[src/rtl/watchdog_pkg.sv]
// constants, state codes and helpers for the two-stage watchdog
// assumes a single 100 MHz clock and a synchronous active-low reset
package watchdog_pkg;

  // -------------------------------------------------------------
  // clock and timebase
  // -------------------------------------------------------------
  localparam int CNT_W = 35;
  localparam int CLK_PERIOD_NS = 10;
  localparam int TICK_NS = 1000;
  localparam int TICK_CYC = TICK_NS / CLK_PERIOD_NS;
  localparam int PRE_W = 7;
  localparam logic [PRE_W-1:0] PRE_LAST = PRE_W'(TICK_CYC - 1);
  localparam logic [PRE_W-1:0] PRE_ZERO = 7'h00;

  // -------------------------------------------------------------
  // timeout range, in timebase ticks
  // -------------------------------------------------------------
  localparam int MIN_TIMEOUT_MS = 1;
  localparam int MAX_TIMEOUT_MIN = 10;
  localparam logic [CNT_W-1:0] MIN_TICKS =
    CNT_W'(longint'(MIN_TIMEOUT_MS) * 64'd1000000 / longint'(TICK_NS));
  localparam logic [CNT_W-1:0] MAX_TICKS =
    CNT_W'(longint'(MAX_TIMEOUT_MIN) * 64'd60000000000 / longint'(TICK_NS));
  localparam logic [CNT_W-1:0] CNT_ONE = 35'h000000001;
  localparam logic [CNT_W-1:0] CNT_ZERO = 35'h000000000;

  // -------------------------------------------------------------
  // types
  // -------------------------------------------------------------
  typedef enum logic [3:0] {
    ST_IDLE = 4'b0001,
    ST_FIRST = 4'b0010,
    ST_SECOND = 4'b0100,
    ST_RESET = 4'b1000
  } wdState_t;

  typedef enum logic [1:0] {
    KIND_IRQ = 2'h0,
    KIND_SMI = 2'h1,
    KIND_SCI = 2'h2,
    KIND_SPARE = 2'h3
  } intKind_t;

  // keep a preload inside the supported timeout range
  function automatic logic [CNT_W-1:0] clampTimeout(input logic [CNT_W-1:0] val);
    logic [CNT_W-1:0] res;
    res = val;
    if (val < MIN_TICKS) begin
      res = MIN_TICKS;
    end else if (val > MAX_TICKS) begin
      res = MAX_TICKS;
    end
    return res;
  endfunction : clampTimeout

endpackage : watchdog_pkg

[src/rtl/two_stage_watchdog.sv]
// two-stage watchdog: first expiry raises an interrupt, second a system reset
// assumes host strobes are synchronous one-cycle pulses on the same clock
`timescale 1ns/1ns

module two_stage_watchdog (
  input wire logic clock,
  input wire logic rst_n,
  input wire logic enable,
  input wire logic reloadPulse,
  input wire logic [watchdog_pkg::CNT_W-1:0] firstPreload,
  input wire logic [watchdog_pkg::CNT_W-1:0] secondPreload,
  input wire watchdog_pkg::intKind_t intKind,
  output logic irqOut,
  output logic system_management_interrupt,
  output logic power_mgmt_control_interrupt,
  output logic sysResetOut,
  output logic secondStage,
  output logic [watchdog_pkg::CNT_W-1:0] countValue
);
  import watchdog_pkg::*;

  // -------------------------------------------------------------
  // state
  // -------------------------------------------------------------
  wdState_t state_r, state_nxt;
  logic [CNT_W-1:0] count_r, count_nxt;
  logic [PRE_W-1:0] pre_r, pre_nxt;
  logic irq_r, irq_nxt;
  logic smi_r, smi_nxt;
  logic sci_r, sci_nxt;
  logic rst_r, rst_nxt;
  logic tick;
  logic expire;

  // timebase tick every microsecond so 35 bits reach ten minutes
  assign tick = (pre_r == PRE_LAST);
  assign expire = tick && (count_r == CNT_ONE);

  // -------------------------------------------------------------
  // next-state logic
  // -------------------------------------------------------------
  always_comb begin
    state_nxt = state_r;
    count_nxt = count_r;
    pre_nxt = (tick) ? PRE_ZERO : pre_r + 7'h01;
    irq_nxt = 1'b0;
    smi_nxt = 1'b0;
    sci_nxt = 1'b0;
    rst_nxt = rst_r;
    unique case (state_r)
      ST_IDLE: begin
        // prescaler held at zero so the first tick is a full period after the load
        pre_nxt = PRE_ZERO;
        count_nxt = CNT_ZERO;
        if (enable) begin
          state_nxt = ST_FIRST;
          count_nxt = clampTimeout(firstPreload);
        end
      end
      ST_FIRST, ST_SECOND: begin
        // dropping enable abandons the sequence; nothing is signalled
        if (!enable) begin
          state_nxt = ST_IDLE;
          count_nxt = CNT_ZERO;
          pre_nxt = PRE_ZERO;
        end else if (reloadPulse) begin
          // reload wins over a coincident expiry, so a late refresh still saves it
          state_nxt = ST_FIRST;
          count_nxt = clampTimeout(firstPreload);
          pre_nxt = PRE_ZERO;
        end else if (expire && state_r == ST_FIRST) begin
          // stage one ran out: pick the interrupt line and start stage two
          state_nxt = ST_SECOND;
          count_nxt = clampTimeout(secondPreload);
          irq_nxt = (intKind == KIND_IRQ) || (intKind == KIND_SPARE);
          smi_nxt = (intKind == KIND_SMI);
          sci_nxt = (intKind == KIND_SCI);
        end else if (expire) begin
          // stage two ran out: latch the reset until rst_n comes back
          state_nxt = ST_RESET;
          rst_nxt = 1'b1;
        end else if (tick) begin
          count_nxt = count_r - CNT_ONE;
        end
      end
      ST_RESET: begin
        // held until the system reset comes back around as rst_n
        rst_nxt = 1'b1;
        pre_nxt = PRE_ZERO;
      end
      default: begin
        state_nxt = ST_IDLE;
        count_nxt = CNT_ZERO;
        pre_nxt = PRE_ZERO;
      end
    endcase
  end

  // -------------------------------------------------------------
  // registers
  // -------------------------------------------------------------
  // plain registers; rst_n is sampled on the edge, never asynchronous
  always_ff @(posedge clock) begin
    if (!rst_n) begin
      state_r <= ST_IDLE;
      count_r <= CNT_ZERO;
      pre_r <= PRE_ZERO;
      irq_r <= 1'b0;
      smi_r <= 1'b0;
      sci_r <= 1'b0;
      rst_r <= 1'b0;
    end else begin
      state_r <= state_nxt;
      count_r <= count_nxt;
      pre_r <= pre_nxt;
      irq_r <= irq_nxt;
      smi_r <= smi_nxt;
      sci_r <= sci_nxt;
      rst_r <= rst_nxt;
    end
  end

  // outputs come straight from the state registers
  assign irqOut = irq_r;
  assign system_management_interrupt = smi_r;
  assign power_mgmt_control_interrupt = sci_r;
  assign sysResetOut = rst_r;
  assign secondStage = state_r[2];
  assign countValue = count_r;

  // -------------------------------------------------------------
  // assertions
  // -------------------------------------------------------------
  // any one of the three interrupt pulses
  logic anyInt;
  assign anyInt = irq_r || smi_r || sci_r;

  AST_START_LOAD: assert property (@(posedge clock) disable iff (!rst_n)
    state_r == ST_IDLE && enable |=> state_r == ST_FIRST
      && count_r == clampTimeout($past(firstPreload)))
    else $error("first stage did not load first preload");

  AST_DECREMENT: assert property (@(posedge clock) disable iff (!rst_n)
    (state_r == ST_FIRST || state_r == ST_SECOND) && enable && !reloadPulse
      && tick && !expire |=> count_r == $past(count_r) - CNT_ONE)
    else $error("counter did not decrement on tick");

  AST_FIRST_EXPIRE_INT: assert property (@(posedge clock) disable iff (!rst_n)
    state_r == ST_FIRST && enable && !reloadPulse && expire |=> anyInt && secondStage)
    else $error("first expiry raised no interrupt");

  AST_INT_KIND: assert property (@(posedge clock) disable iff (!rst_n)
    anyInt |-> $onehot({irq_r, smi_r, sci_r})
      && (smi_r == ($past(intKind) == KIND_SMI))
      && (sci_r == ($past(intKind) == KIND_SCI)))
    else $error("interrupt kind does not match selection");

  AST_SECOND_LOAD: assert property (@(posedge clock) disable iff (!rst_n)
    anyInt |-> state_r == ST_SECOND && count_r == clampTimeout($past(secondPreload)))
    else $error("second preload not loaded after interrupt");

  AST_RESET_OUT: assert property (@(posedge clock) disable iff (!rst_n)
    state_r == ST_SECOND && enable && !reloadPulse && expire
      |=> sysResetOut ##1 sysResetOut)
    else $error("second expiry did not assert reset");

  AST_RANGE: assert property (@(posedge clock) disable iff (!rst_n)
    $changed(state_r) && state_r != ST_IDLE && state_r != ST_RESET
      |-> count_r >= MIN_TICKS && count_r <= MAX_TICKS)
    else $error("loaded timeout out of range");

  AST_RELOAD: assert property (@(posedge clock) disable iff (!rst_n)
    (state_r == ST_FIRST || state_r == ST_SECOND) && enable && reloadPulse
      |=> state_r == ST_FIRST && count_r == clampTimeout($past(firstPreload)) && !anyInt)
    else $error("reload did not restart stage one");

  // interrupts are single-cycle pulses; a stuck line would look like repeated expiries
  AST_INT_PULSE: assert property (@(posedge clock) disable iff (!rst_n)
    anyInt |=> !anyInt)
    else $error("interrupt lasted more than one cycle");

  // an interrupt may only follow a stage-one expiry that no reload cancelled
  AST_INT_CAUSE: assert property (@(posedge clock) disable iff (!rst_n)
    anyInt |-> $past(state_r) == ST_FIRST && $past(expire) && !$past(reloadPulse))
    else $error("interrupt raised without a stage-one expiry");

  // the reset line is never raised outside the terminal state
  AST_RESET_STATE: assert property (@(posedge clock) disable iff (!rst_n)
    sysResetOut |-> state_r == ST_RESET)
    else $error("system reset asserted outside reset state");

  // once in reset only rst_n may leave it, whatever enable does
  AST_RESET_HOLD: assert property (@(posedge clock) disable iff (!rst_n)
    state_r == ST_RESET |=> state_r == ST_RESET && sysResetOut)
    else $error("system reset state left without rst_n");

  // between ticks the count must stand still, or timeouts would run short
  AST_COUNT_HOLD: assert property (@(posedge clock) disable iff (!rst_n)
    (state_r == ST_FIRST || state_r == ST_SECOND) && enable && !reloadPulse && !tick
      |=> $stable(count_r))
    else $error("counter moved between ticks");

  // main scenarios the bench is expected to reach
  COV_FIRST_EXPIRE: cover property (@(posedge clock) disable iff (!rst_n) anyInt);
  COV_SMI: cover property (@(posedge clock) disable iff (!rst_n) smi_r);
  COV_SCI: cover property (@(posedge clock) disable iff (!rst_n) sci_r);
  COV_RESET: cover property (@(posedge clock) disable iff (!rst_n) $rose(sysResetOut));
  COV_RELOAD_SECOND: cover property (@(posedge clock) disable iff (!rst_n)
    state_r == ST_SECOND && reloadPulse && enable);

endmodule : two_stage_watchdog

[config.mk]
export PLATFORM = sky130hd
export DESIGN_NAME = two_stage_watchdog
export DESIGN_NICKNAME = d
export VERILOG_FILES = /design/src/rtl/watchdog_pkg.sv /design/src/rtl/two_stage_watchdog.sv
export SDC_FILE = /design/constraint.sdc
export NUM_CORES = 1
export LEC_CHECK = 0
export ABC_AREA = 1
export BUFFER_PORTS_ARGS = -buffer_cell sky130_fd_sc_hd__buf_2
export CORE_MARGIN = 2
export CORE_UTILIZATION = 45
export CTS_BUF_LIST = sky130_fd_sc_hd__clkbuf_8
export DETAILED_ROUTE_END_ITERATION = 6
export GPL_ROUTABILITY_DRIVEN = 0
export GPL_TIMING_DRIVEN = 0
export PLACE_DENSITY = 0.66
export SETUP_SLACK_MARGIN = 0.4
export SYNTH_ARGS = -nofsm -noshare
export SYNTH_HDL_FRONTEND = slang
export SYNTH_SLANG_ARGS = --single-unit
[constraint.sdc]
create_clock -name clock -period 2.2 [get_ports clock]
set_clock_uncertainty 0.1 [all_clocks]
set_input_delay 0.22 -clock clock [delete_from_list [all_inputs] [get_ports clock]]
set_output_delay 0.22 -clock clock [all_outputs]
set_load 0.01 [all_outputs]
* After elaboration in Yosys (flattened, before gate mapping)
Index checks and enable logic that the tools add are counted.
W data, S select, Z words.
** Storage, ports and cells
- Register bits :: 50
- Latch bits :: 0
- Bits in writable memories :: 0
- Bits in read-only memories :: 0
- Input port bits :: 76
- Word-level logic and storage cells :: 68
- Memories kept :: 0
** Operators by class
- Add/subtract/negate cells :: 2
- Multiply operators :: 0
- Div/mod/pow operators :: 0
- Magnitude comparators :: 4
- Equality and inequality tests :: 17
- Shifts and indexed selects :: 0
- Multiplexer cells :: 22
- Bitwise operators :: 5
- Reductions and logical operators :: 11
** Operator list (number)
- $mux W35 :: 10
- $pmux W35 S3 :: 1
- $gt A35 B30 Y1 const B :: 2
- $lt A35 B10 Y1 const B :: 2
- $eq A35 B1 Y1 const B :: 1
- $sub A35 B1 Y35 const B :: 1
- $mux W4 :: 5
- $ne A5 B5 Y1 const B :: 3
- $pmux W4 S3 :: 1
- $ne A2 B2 Y1 const B :: 5
- $reduce_or A5 Y1 :: 2
- $add A7 B1 Y7 const B :: 1
- $eq A7 B7 Y1 const B :: 1
- $reduce_and A3 Y1 :: 2
- $not A1 Y1 :: 5
- $reduce_and A5 Y1 :: 1
- $eq A2 B2 Y1 const B :: 2
- $eq A4 B1 Y1 const B :: 1
- $eq A4 B2 Y1 const B :: 1
- $eq A4 B3 Y1 const B :: 1
- $eq A4 B4 Y1 const B :: 1
- $mux W1 :: 4
- $eq A2 B1 Y1 const B :: 1
- $logic_and A1 B1 Y1 :: 2
- 5 further kinds :: 5

* Longest topological paths before layout
Gate-level depths: netlist (run 1).
- Depth in word-level cells :: 7
- Mapped depth :: 15

* Least setup slack after synthesis (run 1)
Ideal clock, no wire load.
- Kind :: reg-to-reg
- Start point :: register count_r[0], in the netlist countValue[0]
- End point :: register count_r[27], in the netlist countValue[27]
- Data arrival time :: 1.677 ns
- Setup slack :: 0.306 ns
- Cell stages (with the launch flop) :: 14
- Period minus slack after synthesis :: 1.894 ns
- Cells stage by stage :: dfxtp_1 > ha_1 > nand2_1 > nor2_1 > nand3_2 > nor2_4 > nand3_1 > nand2_1 > nand2_1 > nand2_4 > inv_4 > buf_2 > o21ai_0 > nor2_1
** Between the ends
- Cells in the longest elaborated chain, start to end :: 7
- Elaborated cells on any way between the ends :: 13
- Those cells by class :: add/sub: 1; eq/ne: 3; mux: 6; reduce/logical: 3
** Ends and longest elaborated chain
- start, declared :: RTL line two_stage_watchdog.sv:26 : logic [CNT_W-1:0] count_r, count_nxt;
- start signal, assigned :: RTL line two_stage_watchdog.sv:114 : count_r <= count_nxt;
- $sub A35 B1 Y35 / $eq A35 B1 Y1 (equally long branches) :: RTL line two_stage_watchdog.sv:83, two_stage_watchdog.sv:37
- $mux W35 / $logic_and A1 B1 Y1 (equally long branches) :: RTL line two_stage_watchdog.sv:82, two_stage_watchdog.sv:37
- $mux W35 / $logic_and A1 B1 Y1 (equally long branches) :: RTL line two_stage_watchdog.sv:78, two_stage_watchdog.sv:71
- $mux W35 :: RTL line two_stage_watchdog.sv:71 : end else if (expire && state_r == ST_FIRST) begin
- $mux W35 :: RTL line two_stage_watchdog.sv:66 : end else if (reloadPulse) begin
- $mux W35 :: RTL line two_stage_watchdog.sv:62 : if (!enable) begin
- $pmux W35 S3 :: RTL line two_stage_watchdog.sv:50 : unique case (state_r)
Parallel ways exist; a longest one is shown, timed or not. The select of a mux whose other input is x is not followed.
A chain may end at the register's enable or synchronous reset.

* Final worst setup path (run 1)
- Start point :: register count_r[13], in the netlist countValue[13]
- End point :: register count_r[4], in the netlist countValue[4]
** Between the ends
- Cells in the longest elaborated chain, start to end :: 7
- Elaborated cells on any way between the ends :: 10
- Those cells by class :: eq/ne: 3; mux: 4; reduce/logical: 3
** Ends and longest elaborated chain
- $eq A35 B1 Y1 * :: RTL line two_stage_watchdog.sv:37 : assign expire = tick && (count_r == CNT_ONE);
- $logic_and A1 B1 Y1 * :: RTL line two_stage_watchdog.sv:37
- $logic_and A1 B1 Y1 :: RTL line two_stage_watchdog.sv:71
- $mux W35 :: RTL line two_stage_watchdog.sv:71
- $mux W35 :: RTL line two_stage_watchdog.sv:66
- $mux W35 :: RTL line two_stage_watchdog.sv:62
- $pmux W35 S3 :: RTL line two_stage_watchdog.sv:50
Mark *: on every way between the ends. The rest lies on a longest branch, timed or not.

==> results of run 1 <==
==> layer usage <==
metal	GRT usage	vias up	part of all wire
met2	0.552	329	0.46
li1	-	3245	-
met5	0	-	0
met3	0.0448	59	0.083
met4	0.141	0	0.038
met1	0.439	2998	0.42
==> cell families (layout without fill, tap and decap cells) <==
kind of cell    after synthesis  in the layout
flops                        50             50
fa+ha+maj                     5              5
compound gates              115            115
xor+xnor                     22             22
simple gates                575            575
buf+inv                     162            322
==> cells in the final DEF (no fill, tap or decap), drive strengths merged <==
| cell | Yosys | routed |
|---|---|---|
| nand2 | 254 | 254 |
| nor2 | 181 | 181 |
| buf | 17 | 169 |
| inv | 134 | 133 |
| nand3 | 110 | 110 |
| a21oi | 56 | 56 |
| dfxtp | 50 | 50 |
| o21ai | 48 | 48 |
| xor2 | 16 | 16 |
| clkbuf | 10 | 16 |
| nor3 | 11 | 11 |
| nand4 | 10 | 10 |
| xnor2 | 6 | 6 |
| ha | 5 | 5 |
| o211ai | 4 | 4 |
| nand3b | 4 | 4 |
| clkinv | 1 | 3 |
| o21bai | 2 | 2 |
| o22ai | 2 | 2 |
| and2 | 2 | 2 |
| or2 | 2 | 2 |
| a31oi | 2 | 2 |
| clkinvlp | 0 | 1 |
| o221ai | 1 | 1 |
| nor3b | 1 | 1 |
==> worst register-to-register path, cell delays in order (launching register included) <==
cell      delay [ns]
dfxtp_2         0.38
nor2_2          0.15
nand2_2         0.11
inv_2           0.10
nand3_2         0.09
nor2_4          0.17
nand3_4         0.16
nor2_4          0.24
nand3_4         0.15
nand3b_1        0.26
a21oi_1         0.16
==> through the flow <==
step	setup slack [ns]	hold WS [ns]
detailed placement	-0.271	0.342
global placement	-0.268	0.331
finish	0.0765	0.135
CTS	0.125	0.102
global route	-0.0320	0.133
floorplan	0.395	0.262
==> final timing paths <==
| path | startpoint | to | slack, ns |
|---|---|---|---|
| max | countValue[13] | countValue[4] | 0.08 |
| min | intKind[1] | power_mgmt_control_interrupt | 0.13 |
| max reg2reg | countValue[13] | countValue[4] | 0.08 |
| min reg2reg | sysResetOut | sysResetOut | 0.36 |
==> final cells by class <==
cell class	instances	area [um2]
tap	140	175
clock inverter	2	17.5
timing repair buffer	152	881
fill	1092	4130
buffer	27	220
multi-input combinational	717	3750
sequential	50	1050
clock buffer	6	82.6
inverter	135	523
==> what timing repair did <==
item | in CTS | in global routing
cloned | 2 | 0
setup buffers | 30 | 6
pin swaps | 26 | 24
gates resized for setup | 97 | 68
hold buffers | 0 | 0
endpoints found under the setup margin | 50 | 45
==> registers in the layout, summed over array words and instances (netlist names) <==
name,count
countValue,35
irqOut,1
power_mgmt_control_interrupt,1
pre_r,7
state_r,4
sysResetOut,1
system_management_interrupt,1
==> power by group through the flow <==
| stage | clock (mW) | sequential (mW) | combinational, mW |
|---|---|---|---|
| global route | 0.652 | 1.09 | 2.14 |
| detailed placement | 0 | 1.07 | 1.59 |
| floorplan | 0 | 1.07 | 1.11 |
| CTS | 0.620 | 1.07 | 1.76 |
| global placement | 0 | 1.07 | 1.59 |
| finish | 0.608 | 1.08 | 1.96 |
==> results.ini, run 1 <==
[outcome]
status = finished clean

[floorplan]
std_cell_rows = 38
die_area_um2 = 11900
core_um2 = 10800
dieHeight_um = 109
fp.dieW_um = 109
start_util = 0.460
io_pins = 116

[logic_synthesis]
synthCells = 929
yosysWarnings = 0
ys_async_sr_fraction = 0
synth_fp_nets = 1010
yosys.area_share.adder = 0.0126
synth_xor_area_frac = 0.0387
yosysTopAreaCell = dfxtp_1
ys_types = 39
yosys.area_share.simple = 0.498
synth.most_common_cell = nand2_1
ys_seq_area_frac = 0.201
yosys-mux-area-fraction = 0
syn_area_um2 = 4980
synth_top_area_frac = 0.201
synth_top_family_by_area = simple AND/OR/NAND/NOR gates
synth_seq_cells = 50
synth_ff_type = dfxtp_1
synth.avg_cell_area_um2 = 5.37
synth_common_cells = nand2_1, nor2_1, inv_1, nand3_1, a21oi_1
synth-compound-area-share = 0.120
synth-edff-count = 0
yosys-top-cells-area = dfxtp_1, nand2_1, nor2_1, nand3_1, inv_1

[sta]
tightest_slew_ns = 0.781
tns_ns = 0
max_freq_mhz = 471
setup_viol = 0
hold_viol = 0
finalCriticalPeriod_ns = 2.12
fin_crit_sh = 0.965
slew_viol_final = 0
slew_headroom = 0.479
rsz0062_at_grt = true

[finish]
diodes = 0
final_area_um2 = 6710
drive_above_1_share = 0.293
area_growth_pct = 34.5
post_layout_nonfiller_instances = 1229
final_util = 0.619
nets = 1169

[min_path]
whs_path_depth = 4
hp-class = in -> reg

[pwr]
p_int_mw = 1.96
pwr-share-comb = 0.537
power_density_nw_per_um2 = 543
power_mw = 3.64
power_frac_seq = 0.296
vdd_ir_drop_max_uv = 358
p_leak_nw = 3.44
clkPwrFrac = 0.167
p_sw_mw = 1.68
switching_share = 0.461

[critical_path]
path_class = reg -> reg
crit_buf_inv = 1
slowest_delay_ns = 0.38
worstPathRequired_ns = 2.36
rr_worst_depth = 10
critPathMaxFanout = 7
end_kind = flip-flop
critical_path_depth = 10
path_delay_family = simple AND/OR/NAND/NOR gates
critPathLaunchType = flip-flop
crit_chain = nor2_2, nand2_2, inv_2, nand3_2, nor2_4, nand3_4, nor2_4, nand3_4, nand3b_1, a21oi_1
critPathSlowestCell = dfxtp_2
worstPathArrival_ns = 2.28

[place]
dp_hpwl_mm = 15.2
placed_area_um2 = 5760
port_buffers = 114
dpl.cell_count = 1183

[drt]
vias = 6631
detail-route-antenna-nets = 0
drt_first_pass_iters = 5
drt_wl_total_mm = 20.1
wire_per_inst_um = 16.4
post_drt_via_cell_ratio = 5.40
route.detailed.drc = 0
dr.first_iter.drc_count = 594

[grt]
grt_max_degree = 17
track_usage = 0.335
grt_pass1_vias = 5922
antenna_found_initial = 0
grt_pass1_wl_mm = 30.1
gr-total-overflow = 0

[cts]
cts_sinks = 50
clockBufferDepth = 2
htreeDepth = 2
cts_tree = done
clockRootBuffer = clkbuf_8
worstSkewPairLatency_ns = 0.33
clk_pin_slew_ns = 0.10
cts_buffers = 5

[flow_run]
maxCapViolCount = 0

No activity file was read; power rests on OpenSTA's default activity.
==> inputs of run 2 (changes only) <==
==> constraint.sdc (replaced) <==
create_clock -name clock -period 2.2 [get_ports clock]
set_clock_uncertainty 0.1 [all_clocks]
set_input_delay 0.55 -clock clock [delete_from_list [all_inputs] [get_ports clock]]
set_output_delay 0.55 -clock clock [all_outputs]
set_load 0.01 [all_outputs]
==> run 2 against run 1 <==
Against the previous run: die area did not move; combinational power is 13% higher; hold slack better by 0.23 ns; wire length rose by 8.8%; total power is 6.4% higher.
==> results.ini, run 2 (synthesized netlist as in run 1, its figures left out) <==
[outcome]
status = finished clean  ; unchanged

[sta]
finalCriticalPeriod_ns = 2.18  ; was 2.12 ns
setup_viol = 0  ; unchanged
tightest_slew_ns = 0.846  ; was 0.781 ns
rsz0062_at_grt = true  ; unchanged
hold_ws_ns = 0.364  ; was 0.135 ns
slew_viol_final = 0  ; unchanged
setup_ws_ns = 0.0166  ; was 0.0765 ns
slew_headroom = 0.436  ; was 0.479
hold_viol = 0  ; unchanged
max_freq_mhz = 458  ; was 471 MHz
fin_crit_sh = 0.992  ; was 0.965

[drt]
vias = 7019  ; was 6631
wire_per_inst_um = 17.3  ; was 16.4 um
detail-route-antenna-nets = 0  ; unchanged
drt_wl_total_mm = 21.9  ; was 20.1 mm
drt_first_pass_iters = 6  ; was 5
route.detailed.drc = 0  ; unchanged
dr.first_iter.drc_count = 724  ; was 594
post_drt_via_cell_ratio = 5.54  ; was 5.40

[min_path]
hp-class = reg -> reg  ; was in -> reg

[pwr]
vdd_ir_drop_max_uv = 372  ; was 358 uV
power_mw = 3.88  ; was 3.64 mW
p_leak_nw = 3.73  ; was 3.44 nW
power_density_nw_per_um2 = 518  ; was 543 nW/um2

[finish]
post_layout_nonfiller_instances = 1266  ; was 1229
area_growth_pct = 50.3  ; was 34.5%
final_area_um2 = 7490  ; was 6710 um2
largest_register_ffs = 35  ; unchanged
layout_commonest_cell = nand2_1  ; unchanged
diodes = 0  ; unchanged
final_cell_mix = nand2_1, nor2_1, buf_2  ; was nand2_1, nor2_1, inv_1
nets = 1206  ; was 1169
drive_above_1_share = 0.388  ; was 0.293

[grt]
grt_pass1_wl_mm = 31.6  ; was 30.1 mm
grt_max_degree = 17  ; unchanged
antenna_found_initial = 0  ; unchanged
grt_pass1_vias = 6246  ; was 5922
gr-total-overflow = 0  ; unchanged
track_usage = 0.350  ; was 0.335

[floorplan]
dieHeight_um = 109  ; unchanged
io_pins = 116  ; unchanged
std_cell_rows = 38  ; unchanged
start_util = 0.460  ; unchanged
core_um2 = 10800  ; unchanged
die_area_um2 = 11900  ; unchanged
fp.dieW_um = 109  ; unchanged

[critical_path]
critPathLaunchType = flip-flop  ; unchanged
end_kind = flip-flop  ; unchanged
worstPathRequired_ns = 2.31  ; was 2.36 ns
critPathMaxFanout = 5  ; was 7
path_class = reg -> reg  ; unchanged
worstPathArrival_ns = 2.29  ; was 2.28 ns

[cts]
cts_buffers = 5  ; unchanged
clockBufferDepth = 2  ; unchanged
worstSkewPairLatency_ns = 0.33  ; about the same
cts_sinks = 50  ; unchanged
hold_buffers = 0  ; unchanged
cts_tree = done  ; unchanged
clockRootBuffer = clkbuf_8  ; unchanged
clk_pin_slew_ns = 0.11  ; was 0.10 ns
htreeDepth = 2  ; unchanged

[place]
port_buffers = 114  ; unchanged
dp_slack_ns = -0.275  ; was -0.271 ns
dpl.cell_count = 1183  ; unchanged
dp_hpwl_mm = 15.3  ; was 15.2 mm
placed_area_um2 = 5940  ; was 5760 um2

[flow_run]
maxCapViolCount = 0  ; unchanged

==> run 2: metrics by stage <==
| step | util | TNS [ns] |
|---|---|---|
| final | 0.691 | 0 |
| after global routing | 0.691 | -0.101 |
| after CTS | 0.623 | 0 |
| after detailed placement | 0.548 | -3.36 |
| after global placement | 0.548 | -3.60 |
| after floorplan | - | 0 |
==> run 2: per-layer routing <==
metal	vias to the layer above	GRT usage	part of all wire	routed length, um
li1	3346	-	-	-
met1	3181	0.454	0.40	8840
met2	407	0.571	0.45	9980
met3	85	0.0538	0.095	2080
met4	0	0.161	0.047	1040
met5	-	0	0	0
==> run 2: worst paths after layout <==
kind	start	to	slack (ns)	cells after the start
hold / removal	sysResetOut	sysResetOut	0.36	2
hold reg to reg	sysResetOut	sysResetOut	0.36	2
setup / recovery	countValue[5]	countValue[18]	0.02	13
setup reg to reg	countValue[5]	countValue[18]	0.02	13
==> run 2: layout make-up <==
class                      count  area [um2]
timing repair inverter         2        20.0
multi-input combinational    718        4070
tap                          140         175
clock buffer                   5        68.8
inverter                     135         549
sequential                    50        1080
clock inverter                 3        21.3
timing repair buffer         186        1230
fill                         995        3350
buffer                        27         270
==> run 2: worst max-delay path: stages, from the launching register on <==
cell,delay (ns)
dfxtp_2,0.37
nor2_2,0.17
nand2_2,0.12
inv_2,0.09
nand3_2,0.09
nor2_4,0.18
buf_4,0.14
nand4_1,0.21
nand2_1,0.21
nand2_1,0.07
nand2_1,0.05
nand2_1,0.05
nand2_1,0.14
a21oi_1,0.08
==> run 2: where the power goes <==
part	total [mW]	internal [mW]	switching, mW
logic	2.22	0.861	1.35
clock network	0.582	0.225	0.357
registers	1.08	0.969	0.110
total	3.88	2.05	1.82
==> run 2: what timing repair did <==
| action | 4_1_cts | 5_1_grt |
|---|---|---|
| pin swaps | 30 | 53 |
| gates cloned | 3 | 7 |
| setup endpoints to repair | 50 | 50 |
| setup buffers | 40 | 25 |
| resized for setup | 127 | 118 |
